**config.mk**
```make
export PLATFORM = sky130hd
export DESIGN_NAME = cgs_clock_gen
export DESIGN_NICKNAME = d
export VERILOG_FILES = /design/src/shared/cgs_pkg.sv /design/src/verilog/cgs_clock_gen.sv /design/src/verilog/cgs_timer.sv /design/src/verilog/cgs_xmon.sv
export VERILOG_INCLUDE_DIRS = /design/src /design/src/shared
export SDC_FILE = /design/constraint.sdc
export NUM_CORES = 1
export LEC_CHECK = 0
export BUFFER_PORTS_ARGS = -buffer_cell sky130_fd_sc_hd__buf_2
export CORE_ASPECT_RATIO = 1.5
export CORE_MARGIN = 1.5
export CORE_UTILIZATION = 63
export CTS_CLUSTER_SIZE = 10
export DETAILED_ROUTE_END_ITERATION = 12
export GPL_TIMING_DRIVEN = 1
export HOLD_SLACK_MARGIN = 0.06
export PLACE_DENSITY = 0.93
export SETUP_SLACK_MARGIN = 0.15
export SLEW_MARGIN = 20
export SYNTH_ARGS = -nofsm -noshare
export SYNTH_HDL_FRONTEND = slang
export SYNTH_SLANG_ARGS = --single-unit
```
**constraint.sdc**
```tcl
create_clock -name CLK -period 11.8 [get_ports CLK]
set_input_delay 0 -clock CLK [delete_from_list [all_inputs] [get_ports CLK]]
set_output_delay 0 -clock CLK [all_outputs]
set_load 0.05 [all_outputs]
```
**src/shared/cgs_cfg.svh**
```systemverilog
// Register map, field positions, reset values and timing counts
`ifndef CGS_CFG_SVH
`define CGS_CFG_SVH

`define CGS_OFS_SYSCFG_MAIN 12'h000
`define CGS_OFS_SYSCFG_THREE 12'h004
`define CGS_OFS_IRQ_STATUS 12'h008
`define CGS_OFS_IRQ_MASK 12'h00C
`define CGS_OFS_CLK_STATUS 12'h010

`define CGS_BIT_OSC_WDOG_EN 0
`define CGS_BIT_PLL_DISABLE 13
`define CGS_IRQ_UNLOCK 0
`define CGS_IRQ_WDOG 1

`define CGS_RST_OSC_WDOG_EN 1'b0
`define CGS_RST_PLL_DISABLE 1'b0
`define CGS_RST_IRQ_MASK 2'h0

`define CGS_STRAP_PRESC 3'h1
`define CGS_STRAP_DIRECT 3'h3
`define CGS_STRAP_F1P5 3'h2
`define CGS_STRAP_F6P0 3'h4
`define CGS_STRAP_F1P125 3'h5
`define CGS_STRAP_F3P0 3'h6
`define CGS_STRAP_F4P5 3'h7
`define CGS_STRAP_F0P375 3'h0

// Multiplication factors in eighths
`define CGS_F8_1P5 6'h0C
`define CGS_F8_6P0 6'h30
`define CGS_F8_1P125 6'h09
`define CGS_F8_3P0 6'h18
`define CGS_F8_4P5 6'h24
`define CGS_F8_0P375 6'h03

`define CGS_CLK_NS 20
`define CGS_NS_PER_MS 1000000
`define CGS_STARTUP_MS 1
`define CGS_LOCK_MS 1
`define CGS_STARTUP_CYC (`CGS_STARTUP_MS * `CGS_NS_PER_MS / `CGS_CLK_NS)
`define CGS_LOCK_CYC (`CGS_LOCK_MS * `CGS_NS_PER_MS / `CGS_CLK_NS)
`define CGS_MISS_NS 500
`define CGS_MISS_CYC ((`CGS_MISS_NS + `CGS_CLK_NS - 1) / `CGS_CLK_NS)
`define CGS_BASIC_HALF_NS 140
`define CGS_BASIC_HALF_CYC (`CGS_BASIC_HALF_NS / `CGS_CLK_NS)

`endif

```
**src/shared/cgs_pkg.sv**
```systemverilog
// Types shared by the clock generation block
package cgs_pkg;
	typedef enum logic [1:0] {CGS_PRESC, CGS_DIRECT, CGS_PLL} cgs_mode_t;
	typedef enum logic [2:0] {
		CGS_ST_OFF, CGS_ST_START, CGS_ST_BASIC, CGS_ST_LOCKING, CGS_ST_LOCKED
	} cgs_pll_st_t;
	typedef struct packed {
		logic rise;
		logic missing;
		logic [11:0] period;
	} cgs_xmon_t;
endpackage

```
**src/verilog/cgs_clock_gen.sv**
```systemverilog
// Clock generation unit: strap modes, PLL model, oscillator watchdog, APB
//
// Implementation choices: the register addresses and the APB slave port.
`timescale 1ns/1ps
`default_nettype none
`include "cgs_cfg.svh"
// Summary of operation
// - Strap 001: CPU clock is input halved
// - Strap 011: CPU clock follows input directly
// - Strap 010: PLL with factor 1.5
// - Strap 100: PLL with factor 6.0
// - Strap 101: PLL, both dividers, factor 1.125
// - Strap 110: PLL with factor 3.0
// - Strap 111: default, PLL factor 4.5
// - Strap 000: PLL, both dividers, factor 0.375
// - Non-PLL modes: PLL free, disable bit stops it
// - PLL gives basic clock one ms after start
// - PLL locks one ms after stable input
// - PLL modes, missing input: unlock interrupt, basic frequency
// - Prescaler phase equals one input period
// - Watchdog: missing input, interrupt, PLL clock
// - Watchdog enable resets zero, then oscillator only
// - Back to oscillator only after reset
module cgs_clock_gen #(
	parameter int unsigned STARTUP_CYC = `CGS_STARTUP_CYC,
	parameter int unsigned LOCK_CYC = `CGS_LOCK_CYC
) (
	input wire logic CLK,
	input wire logic RST_N,
	input wire logic [2:0] CLOCK_MODE_STRAPS,
	input wire logic CRYSTAL_INPUT,
	input wire logic PSEL,
	input wire logic PENABLE,
	input wire logic PWRITE,
	input wire logic [11:0] PADDR,
	input wire logic [31:0] PWDATA,
	input wire logic [3:0] PSTRB,
	output logic [31:0] PRDATA,
	output logic PREADY,
	output logic PSLVERR,
	output logic CPU_CLK,
	output logic PLL_LOCKED,
	output logic IRQ
);
	import cgs_pkg::*;
	localparam logic [3:0] BASIC_LAST = 4'(`CGS_BASIC_HALF_CYC - 1);

	cgs_xmon_t mon;
	cgs_mode_t mode_r;
	cgs_pll_st_t pll_r;
	cgs_pll_st_t pll_nxt;
	logic [2:0] strap_r;
	logic taken_r;
	logic [5:0] f8_r;
	logic osc_wdog_en_r;
	logic pll_disable_r;
	logic [1:0] stat_r;
	logic [1:0] stat_nxt;
	logic [1:0] mask_r;
	logic [1:0] mask_nxt;
	logic wdog_switched_r;
	logic cpu_clk_r;
	logic pll_locked_r;
	logic irq_r;
	logic pready_r;
	logic pslverr_r;
	logic [31:0] prdata_r;
	logic [3:0] basic_cnt_r;
	logic basic_tick;
	logic [15:0] acc_r;
	logic [15:0] acc_sum;
	logic [15:0] acc_thr;
	logic nco_tick;
	logic pll_off;
	logic pll_runs;
	logic present;
	logic start_done;
	logic lock_done;
	logic unlock_ev;
	logic wdog_ev;
	logic use_pll;
	logic apb_acc;
	logic apb_take;
	logic wr;
	logic rd_hit;
	logic [31:0] rd_data;

	function automatic cgs_mode_t strap_mode(input logic [2:0] s);
		if (s == `CGS_STRAP_PRESC) begin
			return CGS_PRESC;
		end else if (s == `CGS_STRAP_DIRECT) begin
			return CGS_DIRECT;
		end else begin
			return CGS_PLL;
		end
	endfunction

	function automatic logic [5:0] strap_f8(input logic [2:0] s);
		logic [5:0] f;
		f = 6'h00;
		case (s)
			`CGS_STRAP_F1P5: f = `CGS_F8_1P5;
			`CGS_STRAP_F6P0: f = `CGS_F8_6P0;
			`CGS_STRAP_F1P125: f = `CGS_F8_1P125;
			`CGS_STRAP_F3P0: f = `CGS_F8_3P0;
			`CGS_STRAP_F4P5: f = `CGS_F8_4P5;
			`CGS_STRAP_F0P375: f = `CGS_F8_0P375;
			default: f = 6'h00;
		endcase
		return f;
	endfunction

	cgs_xmon u_xmon (
		.clk(CLK),
		.rst_n(RST_N),
		.crystal(CRYSTAL_INPUT),
		.mon(mon)
	);

	cgs_timer #(.LIMIT(STARTUP_CYC), .W(20)) u_start (
		.clk(CLK),
		.rst_n(RST_N),
		.clear(pll_r != CGS_ST_START),
		.run(pll_r == CGS_ST_START),
		.done(start_done)
	);

	cgs_timer #(.LIMIT(LOCK_CYC), .W(20)) u_lock (
		.clk(CLK),
		.rst_n(RST_N),
		.clear(pll_r != CGS_ST_LOCKING),
		.run(pll_r == CGS_ST_LOCKING),
		.done(lock_done)
	);

	always_ff @(posedge CLK or negedge RST_N) begin
		if (!RST_N) begin
			taken_r <= 1'b0;
			strap_r <= `CGS_STRAP_F4P5;
			mode_r <= CGS_PLL;
			f8_r <= `CGS_F8_4P5;
		end else if (!taken_r) begin
			taken_r <= 1'b1;
			strap_r <= CLOCK_MODE_STRAPS;
			mode_r <= strap_mode(CLOCK_MODE_STRAPS);
			f8_r <= strap_f8(CLOCK_MODE_STRAPS);
		end
	end

	// disable bit only acts outside PLL modes
	assign pll_off = taken_r && (mode_r != CGS_PLL) && pll_disable_r;
	assign pll_runs = (pll_r != CGS_ST_OFF) && (pll_r != CGS_ST_START);
	assign present = !mon.missing && (mon.period != 12'h000);

	always_comb begin
		pll_nxt = pll_r;
		case (pll_r)
			CGS_ST_OFF: begin
				pll_nxt = CGS_ST_START;
			end
			CGS_ST_START: begin
				if (start_done) begin
					pll_nxt = CGS_ST_BASIC;
				end
			end
			CGS_ST_BASIC: begin
				if (present) begin
					pll_nxt = CGS_ST_LOCKING;
				end
			end
			CGS_ST_LOCKING: begin
				if (mon.missing) begin
					pll_nxt = CGS_ST_BASIC;
				end else if (lock_done) begin
					pll_nxt = CGS_ST_LOCKED;
				end
			end
			CGS_ST_LOCKED: begin
				if (mon.missing) begin
					pll_nxt = CGS_ST_BASIC;
				end
			end
			default: begin
				pll_nxt = CGS_ST_START;
			end
		endcase
		if (pll_off) begin
			pll_nxt = CGS_ST_OFF;
		end
	end

	always_ff @(posedge CLK or negedge RST_N) begin
		if (!RST_N) begin
			pll_r <= CGS_ST_START;
			pll_locked_r <= 1'b0;
		end else begin
			pll_r <= pll_nxt;
			pll_locked_r <= (pll_nxt == CGS_ST_LOCKED);
		end
	end

	assign unlock_ev = (mode_r == CGS_PLL) && (pll_r == CGS_ST_LOCKED) &&
		mon.missing;
	assign wdog_ev = taken_r && (mode_r != CGS_PLL) && osc_wdog_en_r &&
		pll_runs && mon.missing && !wdog_switched_r;

	always_ff @(posedge CLK or negedge RST_N) begin
		if (!RST_N) begin
			wdog_switched_r <= 1'b0;
		end else if (wdog_ev) begin
			wdog_switched_r <= 1'b1;
		end
	end

	always_ff @(posedge CLK or negedge RST_N) begin
		if (!RST_N) begin
			basic_cnt_r <= '0;
		end else if (basic_tick || !pll_runs) begin
			basic_cnt_r <= '0;
		end else begin
			basic_cnt_r <= basic_cnt_r + 1'b1;
		end
	end
	assign basic_tick = pll_runs && (basic_cnt_r == BASIC_LAST);

	// Phase accumulator: toggles at twice F times the input rate
	assign acc_thr = {2'b00, mon.period, 2'b00};
	assign acc_sum = acc_r + {10'h000, f8_r};
	assign nco_tick = (pll_r == CGS_ST_LOCKED) && (acc_sum >= acc_thr);

	always_ff @(posedge CLK or negedge RST_N) begin
		if (!RST_N) begin
			acc_r <= '0;
		end else if (pll_r != CGS_ST_LOCKED) begin
			acc_r <= '0;
		end else if (nco_tick) begin
			acc_r <= acc_sum - acc_thr;
		end else begin
			acc_r <= acc_sum;
		end
	end

	assign use_pll = (mode_r == CGS_PLL) || wdog_switched_r;

	always_ff @(posedge CLK or negedge RST_N) begin
		if (!RST_N) begin
			cpu_clk_r <= 1'b0;
		end else if (!taken_r) begin
			cpu_clk_r <= 1'b0;
		end else if (use_pll) begin
			if ((mode_r == CGS_PLL) && (pll_r == CGS_ST_LOCKED)) begin
				cpu_clk_r <= cpu_clk_r ^ nco_tick;
			end else begin
				cpu_clk_r <= cpu_clk_r ^ basic_tick;
			end
		end else if (mode_r == CGS_PRESC) begin
			cpu_clk_r <= cpu_clk_r ^ mon.rise;
		end else begin
			cpu_clk_r <= CRYSTAL_INPUT;
		end
	end

	// APB slave, one wait state
	assign apb_acc = PSEL && PENABLE;
	assign apb_take = apb_acc && pready_r;
	assign wr = apb_take && PWRITE && rd_hit;

	always_comb begin
		rd_hit = 1'b1;
		rd_data = 32'h0000_0000;
		if (PADDR == `CGS_OFS_SYSCFG_MAIN) begin
			rd_data[`CGS_BIT_OSC_WDOG_EN] = osc_wdog_en_r;
		end else if (PADDR == `CGS_OFS_SYSCFG_THREE) begin
			rd_data[`CGS_BIT_PLL_DISABLE] = pll_disable_r;
		end else if (PADDR == `CGS_OFS_IRQ_STATUS) begin
			rd_data[1:0] = stat_r;
		end else if (PADDR == `CGS_OFS_IRQ_MASK) begin
			rd_data[1:0] = mask_r;
		end else if (PADDR == `CGS_OFS_CLK_STATUS) begin
			rd_data[7:0] = {pll_runs, wdog_switched_r, pll_locked_r, strap_r,
				mode_r};
		end else begin
			rd_hit = 1'b0;
		end
	end

	always_ff @(posedge CLK or negedge RST_N) begin
		if (!RST_N) begin
			pready_r <= 1'b0;
			pslverr_r <= 1'b0;
			prdata_r <= 32'h0000_0000;
		end else begin
			pready_r <= apb_acc && !pready_r;
			pslverr_r <= apb_acc && !pready_r && !rd_hit;
			if (apb_acc && !pready_r && !PWRITE) begin
				prdata_r <= rd_data;
			end else if (apb_take) begin
				prdata_r <= 32'h0000_0000;
			end
		end
	end

	always_ff @(posedge CLK or negedge RST_N) begin
		if (!RST_N) begin
			osc_wdog_en_r <= `CGS_RST_OSC_WDOG_EN;
			pll_disable_r <= `CGS_RST_PLL_DISABLE;
			mask_r <= `CGS_RST_IRQ_MASK;
		end else if (wr) begin
			if ((PADDR == `CGS_OFS_SYSCFG_MAIN) && PSTRB[0]) begin
				osc_wdog_en_r <= PWDATA[`CGS_BIT_OSC_WDOG_EN];
			end else if ((PADDR == `CGS_OFS_SYSCFG_THREE) && PSTRB[1]) begin
				pll_disable_r <= PWDATA[`CGS_BIT_PLL_DISABLE];
			end else if ((PADDR == `CGS_OFS_IRQ_MASK) && PSTRB[0]) begin
				mask_r <= PWDATA[1:0];
			end
		end
	end

	// Write one clears, a new event wins
	always_comb begin
		stat_nxt = stat_r;
		// Interrupt level follows a mask write in the same edge
		mask_nxt = mask_r;
		if (wr && (PADDR == `CGS_OFS_IRQ_MASK) && PSTRB[0]) begin
			mask_nxt = PWDATA[1:0];
		end
		if (wr && (PADDR == `CGS_OFS_IRQ_STATUS) && PSTRB[0]) begin
			stat_nxt = stat_r & ~PWDATA[1:0];
		end
		stat_nxt[`CGS_IRQ_UNLOCK] = stat_nxt[`CGS_IRQ_UNLOCK] | unlock_ev;
		stat_nxt[`CGS_IRQ_WDOG] = stat_nxt[`CGS_IRQ_WDOG] | wdog_ev;
	end

	always_ff @(posedge CLK or negedge RST_N) begin
		if (!RST_N) begin
			stat_r <= 2'h0;
			irq_r <= 1'b0;
		end else begin
			stat_r <= stat_nxt;
			irq_r <= |(stat_nxt & mask_nxt);
		end
	end

	assign PRDATA = prdata_r;
	assign PREADY = pready_r;
	assign PSLVERR = pslverr_r;
	assign CPU_CLK = cpu_clk_r;
	assign PLL_LOCKED = pll_locked_r;
	assign IRQ = irq_r;

	a_strap_hold: assert property (
		@(posedge CLK) disable iff (!RST_N)
		taken_r |=> (taken_r && $stable(mode_r) && $stable(f8_r))
	) else $error("Clock mode changed after strap latch");

	a_presc_half: assert property (
		@(posedge CLK) disable iff (!RST_N)
		(taken_r && mode_r == CGS_PRESC && !wdog_switched_r && !wdog_ev)
		|-> ##1 (cpu_clk_r != $past(cpu_clk_r)) == $past(mon.rise)
	) else $error("Prescaler clock did not follow input edges");

	a_direct_follow: assert property (
		@(posedge CLK) disable iff (!RST_N)
		(taken_r && mode_r == CGS_DIRECT && !wdog_switched_r && !wdog_ev)
		|=> cpu_clk_r == $past(CRYSTAL_INPUT)
	) else $error("Direct drive clock does not follow input");

	a_wdog_sticky: assert property (
		@(posedge CLK) disable iff (!RST_N)
		wdog_switched_r |=> wdog_switched_r
	) else $error("Watchdog switch released without reset");

	a_wdog_enable: assert property (
		@(posedge CLK) disable iff (!RST_N)
		$rose(wdog_switched_r) |-> ($past(osc_wdog_en_r) &&
			stat_r[`CGS_IRQ_WDOG])
	) else $error("Watchdog acted while disabled or without flag");

	a_unlock_flag: assert property (
		@(posedge CLK) disable iff (!RST_N)
		unlock_ev |=> (stat_r[`CGS_IRQ_UNLOCK] && pll_r == CGS_ST_BASIC)
	) else $error("Unlock did not flag or fall back to basic");

	a_start_wait: assert property (
		@(posedge CLK) disable iff (!RST_N)
		(pll_r == CGS_ST_START && !start_done) |=>
			(pll_r == CGS_ST_START || pll_r == CGS_ST_OFF)
	) else $error("PLL left start-up before the delay");

	a_lock_wait: assert property (
		@(posedge CLK) disable iff (!RST_N)
		(pll_r == CGS_ST_LOCKING && !lock_done && !mon.missing && !pll_off)
		|=> pll_r == CGS_ST_LOCKING
	) else $error("PLL locked before the lock delay");

	a_pll_disable: assert property (
		@(posedge CLK) disable iff (!RST_N)
		pll_off |=> (pll_r == CGS_ST_OFF && !pll_locked_r)
	) else $error("PLL still running while disabled");

	a_irq_level: assert property (
		@(posedge CLK) disable iff (!RST_N)
		##1 irq_r == |(stat_r & mask_r)
	) else $error("Interrupt output disagrees with status and mask");
endmodule
`default_nettype wire

```
**src/verilog/cgs_timer.sv**
```systemverilog
// Run-time counter that flags when a fixed number of cycles has elapsed
`timescale 1ns/1ps
`default_nettype none
module cgs_timer #(
	parameter int unsigned LIMIT = 16,
	parameter int unsigned W = 16
) (
	input wire logic clk,
	input wire logic rst_n,
	input wire logic clear,
	input wire logic run,
	output logic done
);
	localparam logic [W-1:0] LAST = W'(LIMIT - 1);
	logic [W-1:0] cnt_r;
	logic done_r;

	always_ff @(posedge clk or negedge rst_n) begin
		if (!rst_n) begin
			cnt_r <= '0;
			done_r <= 1'b0;
		end else if (clear) begin
			cnt_r <= '0;
			done_r <= 1'b0;
		end else if (run && !done_r) begin
			if (cnt_r == LAST) begin
				done_r <= 1'b1;
			end else begin
				cnt_r <= cnt_r + 1'b1;
			end
		end
	end

	assign done = done_r;
endmodule
`default_nettype wire

```
**src/verilog/cgs_xmon.sv**
```systemverilog
// Crystal input monitor: edge, period in clock cycles, missing transitions
`timescale 1ns/1ps
`default_nettype none
`include "cgs_cfg.svh"
module cgs_xmon (
	input wire logic clk,
	input wire logic rst_n,
	input wire logic crystal,
	output cgs_pkg::cgs_xmon_t mon
);
	import cgs_pkg::*;
	localparam logic [11:0] MISS_LAST = 12'(`CGS_MISS_CYC - 1);
	logic crystal_d_r;
	logic [11:0] cnt_r;
	logic [11:0] period_r;
	logic missing_r;
	logic rise;

	assign rise = crystal && !crystal_d_r;

	always_ff @(posedge clk or negedge rst_n) begin
		if (!rst_n) begin
			crystal_d_r <= 1'b0;
		end else begin
			crystal_d_r <= crystal;
		end
	end

	always_ff @(posedge clk or negedge rst_n) begin
		if (!rst_n) begin
			cnt_r <= '0;
			period_r <= '0;
		end else if (rise) begin
			cnt_r <= '0;
			period_r <= cnt_r + 1'b1;
		end else if (cnt_r != 12'hFFF) begin
			cnt_r <= cnt_r + 1'b1;
		end
	end

	// Missing once no rising edge was seen for the timeout
	always_ff @(posedge clk or negedge rst_n) begin
		if (!rst_n) begin
			missing_r <= 1'b0;
		end else begin
			missing_r <= !rise && (cnt_r >= MISS_LAST);
		end
	end

	assign mon = '{rise: rise, missing: missing_r, period: period_r};
endmodule
`default_nettype wire

```
* Word-level counts from Yosys, hierarchy flattened
Cells that the tools add are included.
** Operators by class
- Add/subtract/negate cells :: 6
- $lt $le $gt $ge :: 2
- Eq/ne operators :: 27
- Muxes and demuxes :: 50
- Bitwise operators :: 10
- Reductions and logical operators :: 61
** Operators with widths (number)
- $mux 20 :: 6
- $mux 32 :: 2
- $add 20x1->20 const B :: 2
- $eq 20x16->1 const B :: 2
- $pmux 6 s6 :: 1
- $mux 16 :: 2
- $logic_and 1x1->1 :: 30
- $eq 12x4->1 const B :: 2
- $mux 12 :: 2
- $eq 3x3->1 const B :: 6
- $mux 1 :: 18
- $mux 3 :: 6
- $add 16x6->16 :: 1
- $ge 16x14->1 :: 1
- $mux 8 :: 2
- $sub 16x14->16 :: 1
- $add 12x1->12 const B :: 1
- $eq 12x3->1 const B :: 1
- $eq 12x5->1 const B :: 1
- $eq 3x2->1 const B :: 4
- $ge 12x5->1 const B :: 1
- $logic_not 12->1 :: 1
- $mux 2 :: 6
- $mux 6 :: 2
- other kinds (29) :: 55
** Word-level totals
- Register bits after elaboration :: 147
- Input port bits :: 57
- Output and inout port bits :: 37

* Depth between registers and ports, before layout
- Depth in word-level cells :: 13
- Gate-level depth with buffers :: 16
- Gate-level depth less buffers :: 15

* By module
Synthesis repeated with hierarchy kept, for this count alone.
** Second synthesis, totals
- Cells, all modules :: 779
- Area, all modules :: 7534.7 um^2
** By module, submodules not included
- cgs_clock_gen :: times used 1, cells each 423, area each 3970.1 um^2, seq. area each 1410.1 um^2
- cgs_timer :: times used 2, cells each 121, area each 1192.4 um^2, seq. area each 525.5 um^2
- cgs_xmon :: times used 1, cells each 114, area each 1179.9 um^2, seq. area each 650.6 um^2

* Worst setup path before layout
OpenSTA, ideal clock, no wires.
- Path kind :: flip-flop to flip-flop
- From :: reg f8_r[0]
- To :: reg acc_r[10]
- Library setup time :: 133 ps
- Data arrival time :: 3608 ps
- Required time :: 11667 ps
- Slack :: 8059 ps
- Stages on the path, launching flop included :: 17
- Path buffers :: 1
- Period minus slack after synthesis :: 3741 ps
- Cell sequence :: dfrtp_1 ha_1 fa_1 a211oi_1 o21bai_1 and2_1 nand4_1 xnor2_1 ha_1 and2_1 a221o_1 or3_4 o22ai_4 nand4_4 buf_6 mux2i_1 nor2_1
** Between the ends
- Cells in the longest elaborated chain, start to end :: 5
** RTL lines
- start: declaration :: line cgs_clock_gen.sv:54 : logic [5:0] f8_r;
- start signal: assignment :: line cgs_clock_gen.sv:141 : f8_r <= `CGS_F8_4P5;
- start signal: assignment :: line cgs_clock_gen.sv:146 : f8_r <= strap_f8(CLOCK_MODE_STRAPS);
- $add 16x6->16 * :: line cgs_clock_gen.sv:228 : assign acc_sum = acc_r + {10'h000, f8_r};
- $ge 16x14->1 :: line cgs_clock_gen.sv:229 : assign nco_tick = (pll_r == CGS_ST_LOCKED) && (acc_sum >= acc_thr);
- $logic_and 1x1->1 :: line cgs_clock_gen.sv:229
- $mux 16 * :: line cgs_clock_gen.sv:236 : end else if (nco_tick) begin
- $mux 16 * :: line cgs_clock_gen.sv:234 : end else if (pll_r != CGS_ST_LOCKED) begin
- end signal: assignment :: line cgs_clock_gen.sv:237 : acc_r <= acc_sum - acc_thr;
- end signal: assignment :: line cgs_clock_gen.sv:239 : acc_r <= acc_sum;
- end: declaration :: line cgs_clock_gen.sv:70 : logic [15:0] acc_r;
Every way passes the cells marked *; elsewhere a longest branch is shown, timed or not.
A chain may end at the register's enable or synchronous reset.

* Worst setup path after layout
- From :: reg f8_r[2]
- To :: reg acc_r[2]
Same word-level chain as after synthesis.

==> impl_summary.log <==
[metrics] number of levels the H-tree was split into: 4
[metrics] post-route non-filler standard cell count: between 900 and 1000
[metrics] VDD IR-drop max: 0.125 mV
[metrics] half-perimeter wire length of the detailed placement result: 10.9 mm
[metrics] detailed-route vias per instance: around 6.3
[metrics] total overflow reported by the global router: 0
[metrics] buffers plus inverters on the worst setup path: 0
[metrics] Netlist cell types: 61
[metrics] setup violators final: 0
[metrics] aggregate routed wire length: approximately 19 mm
[metrics] number of buffer cells added on primary ports: 39
[metrics] most frequent standard cell in the layout excluding fill and tap cells: dfrtp_1
[metrics] area share of the largest cell type after synthesis: 0.424
[metrics] smallest hold slack: around 150 ps
[metrics] startpoint kind of the worst setup timing path: flop
[metrics] area delta synth->final: 15.2%
[metrics] clock transition at the register clock pins on the worst setup and hold paths after CTS: approximately 60 ps
[metrics] Critical Path Fanout Max: 16
[metrics] Post-synth top flop: dfrtp_1
[metrics] fraction of synthesis flops using an asynchronous set or reset pin: 1.00
[metrics] placeable core area: 10600 sq um
[metrics] leakage component of the power: 3.59 nW
[metrics] critical path startpoint: f8_r[2]
[metrics] Seq cells post-synth: 124
[metrics] smallest setup slack after layout: 7280 ps
[metrics] via count of the first global-routing pass: around 6300
[metrics] total number of vias: 6051
[metrics] commonest cells after routing, fill and taps aside: 117 x dfrtp_1, 83 x nor2_1, 68 x nand2_1
[metrics] number of pins exceeding their max-slew limit in the final report: 0
[metrics] chain of cells forming the critical path: ha_1, o21ai_0, nor2_1, o311ai_4, nor2_1, xor2_1, ha_1, a21o_1, a221o_1, or3_4, o22ai_4, nand4_4, mux2_4, nor2_2
[metrics] Clock Sinks: 124
[metrics] Die Footprint: 11600 sq um
[metrics] total standard cell area after synthesis: roughly 6900 sq um
[metrics] antenna violations before repair: 1
[metrics] maximum number of buffers from clock root to sink: 2
[metrics] min cycle time layout: 4520 ps
[metrics] data arrival at the endpoint of the critical path: 4870 ps
[metrics] Die Y: 131 um
[metrics] largest net degree at the start of global routing: 67
[metrics] Pwr Total: 1.28 mW
[metrics] CTS root buffer: clkbuf_16
[metrics] yosys warns: 0
[metrics] initial detailed-routing violation count: a little under 700
[metrics] result of the run: complete, no violations
[metrics] post-layout net count: 878
[metrics] TritonRoute pass-1 iters: 7
[metrics] leading post-synthesis cells by cell area: dfrtp_1 42%, nor2_1 4.5%, ha_1 4.3%
[metrics] power per unit of standard cell area: 161 nW/um^2
[metrics] CP required: 12150 ps
[metrics] Post-route DRC: 0
[metrics] routed wirelength normalized by instance count: 20.0 um
[metrics] number of filler instances in the final layout: 614
[metrics] GPL Wtd Cong: 0.940
[metrics] startpoint of the worst register-to-register path: f8_r[2]
[metrics] slowest CP cell: dfstp_2
[metrics] Hold Vio Cnt, Final: 0
[metrics] number of top-level pins: 94
[metrics] setup slack of the most critical reg-to-reg path: 7280 ps
[metrics] latest clock arrival within the worst-skew pair: 440 ps
[metrics] Max transition margin: 0.413
[metrics] Setup TNS: 0 ps
[metrics] start point of the worst hold path: PADDR[10]
[metrics] register area share after synthesis: 0.450
[metrics] worst hold path class: in2reg
[metrics] Critical Path Sink Type: flop
[metrics] slew of the pin with the lowest slew margin: 879 ps
[metrics] Setup Skew: 19.9 ps
[metrics] TritonCTS clock tree: done
[metrics] die width: 88.5 um
[metrics] max-capacitance violation count: 0
[metrics] fin util: 0.748
[metrics] Worst Setup Path Type: reg2reg
[metrics] number of nets with antenna violations after routing: 0
[metrics] Finished Cell Area: about 8000 sq um
[metrics] Slowest Stage Delay on Critical Path: 530 ps
[metrics] cell type with the largest total area after synthesis: dfrtp_1
[metrics] Cells after Synth: ~730
[metrics] kind of cell with the highest combined delay on the critical path: compound AO/OA/AOI/OAI gates
[metrics] minimum setup slack after placement: 7460 ps
[metrics] row count: 46
[metrics] wire length of the first global-routing pass: 31.5 mm
[metrics] cell area reported after detailed placement: 7140 sq um
[metrics] mean post-synth cell area: between 9 and 10 sq um
[metrics] total CTS buffers: 17
[metrics] number of gates resized after cts: 0
[metrics] Global Route Usage Sum: 0.363
[metrics] starting density of the core: 0.649
[metrics] highest attainable clock frequency: between 0.2 and 0.25 GHz
[metrics] ratio of final minimum period to clock period: 0.383
[metrics] fraction of final layout cells sized beyond drive strength 1: 0.126
[metrics] number of enable-type register cells in the synthesized netlist: 0
[metrics] Cells after DPL: 899
[metrics] RSZ-0062 raised after global routing: false
## worst paths after layout
kind	end	cells past startpoint
setup reg to reg	acc_r[2]	14
min in group asynchronous	PRDATA[5]	2
max in group asynchronous	u_start.cnt_r[9]	3
hold / removal	PSLVERR	5
hold reg to reg	f8_r[5]	2
setup / recovery	acc_r[2]	14
## synthesized netlist by cell type (9+ instances only)
cell,number
nand4_1,19
inv_1,29
nor3_1,20
and3_1,9
ha_1,24
a21oi_1,21
xor2_1,29
mux2_2,9
a22o_1,9
clkbuf_1,14
or3_1,9
buf_4,23
dfrtp_1,117
xnor2_1,31
nor2_1,83
o21ai_0,51
nand3_1,36
nor2b_1,9
nand2_1,68
## layer usage
layer	vias to the layer above	GRT usage	share of wire	wire length, um
met1	2904	0.378	0.34	6540
met5	-	0	0	0
li1	2658	-	-	-
met3	145	0.139	0.070	1330
met4	0	0.272	0.080	1530
met2	344	0.575	0.51	9710
## worst register-to-register path, cell delays in order (launching register included)
cell	delay (ps)
dfstp_2	530
ha_1	300
o21ai_0	240
nor2_1	150
o311ai_4	510
nor2_1	130
xor2_1	260
ha_1	350
a21o_1	220
a221o_1	360
or3_4	350
o22ai_4	180
nand4_4	350
mux2_4	430
nor2_2	80
## registers in the layout, summed over array words and instances, names as in the netlist, 3 cells and up
signal	cells
PRDATA	9
acc_r	16
basic_cnt_r	4
f8_r	6
pll_r	3
strap_r	3
u_lock.cnt_r	20
u_start.cnt_r	20
u_xmon.cnt_r	12
u_xmon.period_r	12
## final cells by class
class / instances / area (sq um) / area share
Antenna cell: 1 / 2.50 / 0.000314
Clock buffer: 17 / 425 / 0.0534
Clock inverter: 15 / 186 / 0.0234
Inverter: 29 / 109 / 0.0137
Multi-Input combinational cell: 561 / 3530 / 0.443
Sequential cell: 124 / 3110 / 0.391
Tap cell: 144 / 180 / 0.0226
Timing Repair Buffer: 62 / 423 / 0.0531
## power by group
group / switching, mW / total, mW / internal, mW / leakage, nW
clock network: 0.216 / 0.552 / 0.335 / 0.287
registers: 0.0191 / 0.463 / 0.444 / 1.68
logic: 0.164 / 0.269 / 0.104 / 1.63
total: 0.400 / 1.28 / 0.883 / 3.59
## cells by family (layout without fill, tap and decap cells)
logic type,count (synthesis),after routing,synth area share
AOI/OAI and AO/OA,132,132,0.126
xor gates and xnor gates,60,60,0.0760
adders and majority gates,26,26,0.0492
buffers and inverters,70,123,0.0518
DFF,124,124,0.450
muxes,18,18,0.0284
other,2,25,0.00109
and+or+nand+nor,301,301,0.217
## what timing repair did
action                                  in CTS  in global routing
hold endpoints to repair                    75                  0
hold buffers                                21                  0
endpoints found under the setup margin       0                  0
setup buffers                                0                  0
No activity file was read; power rests on OpenSTA's default activity.
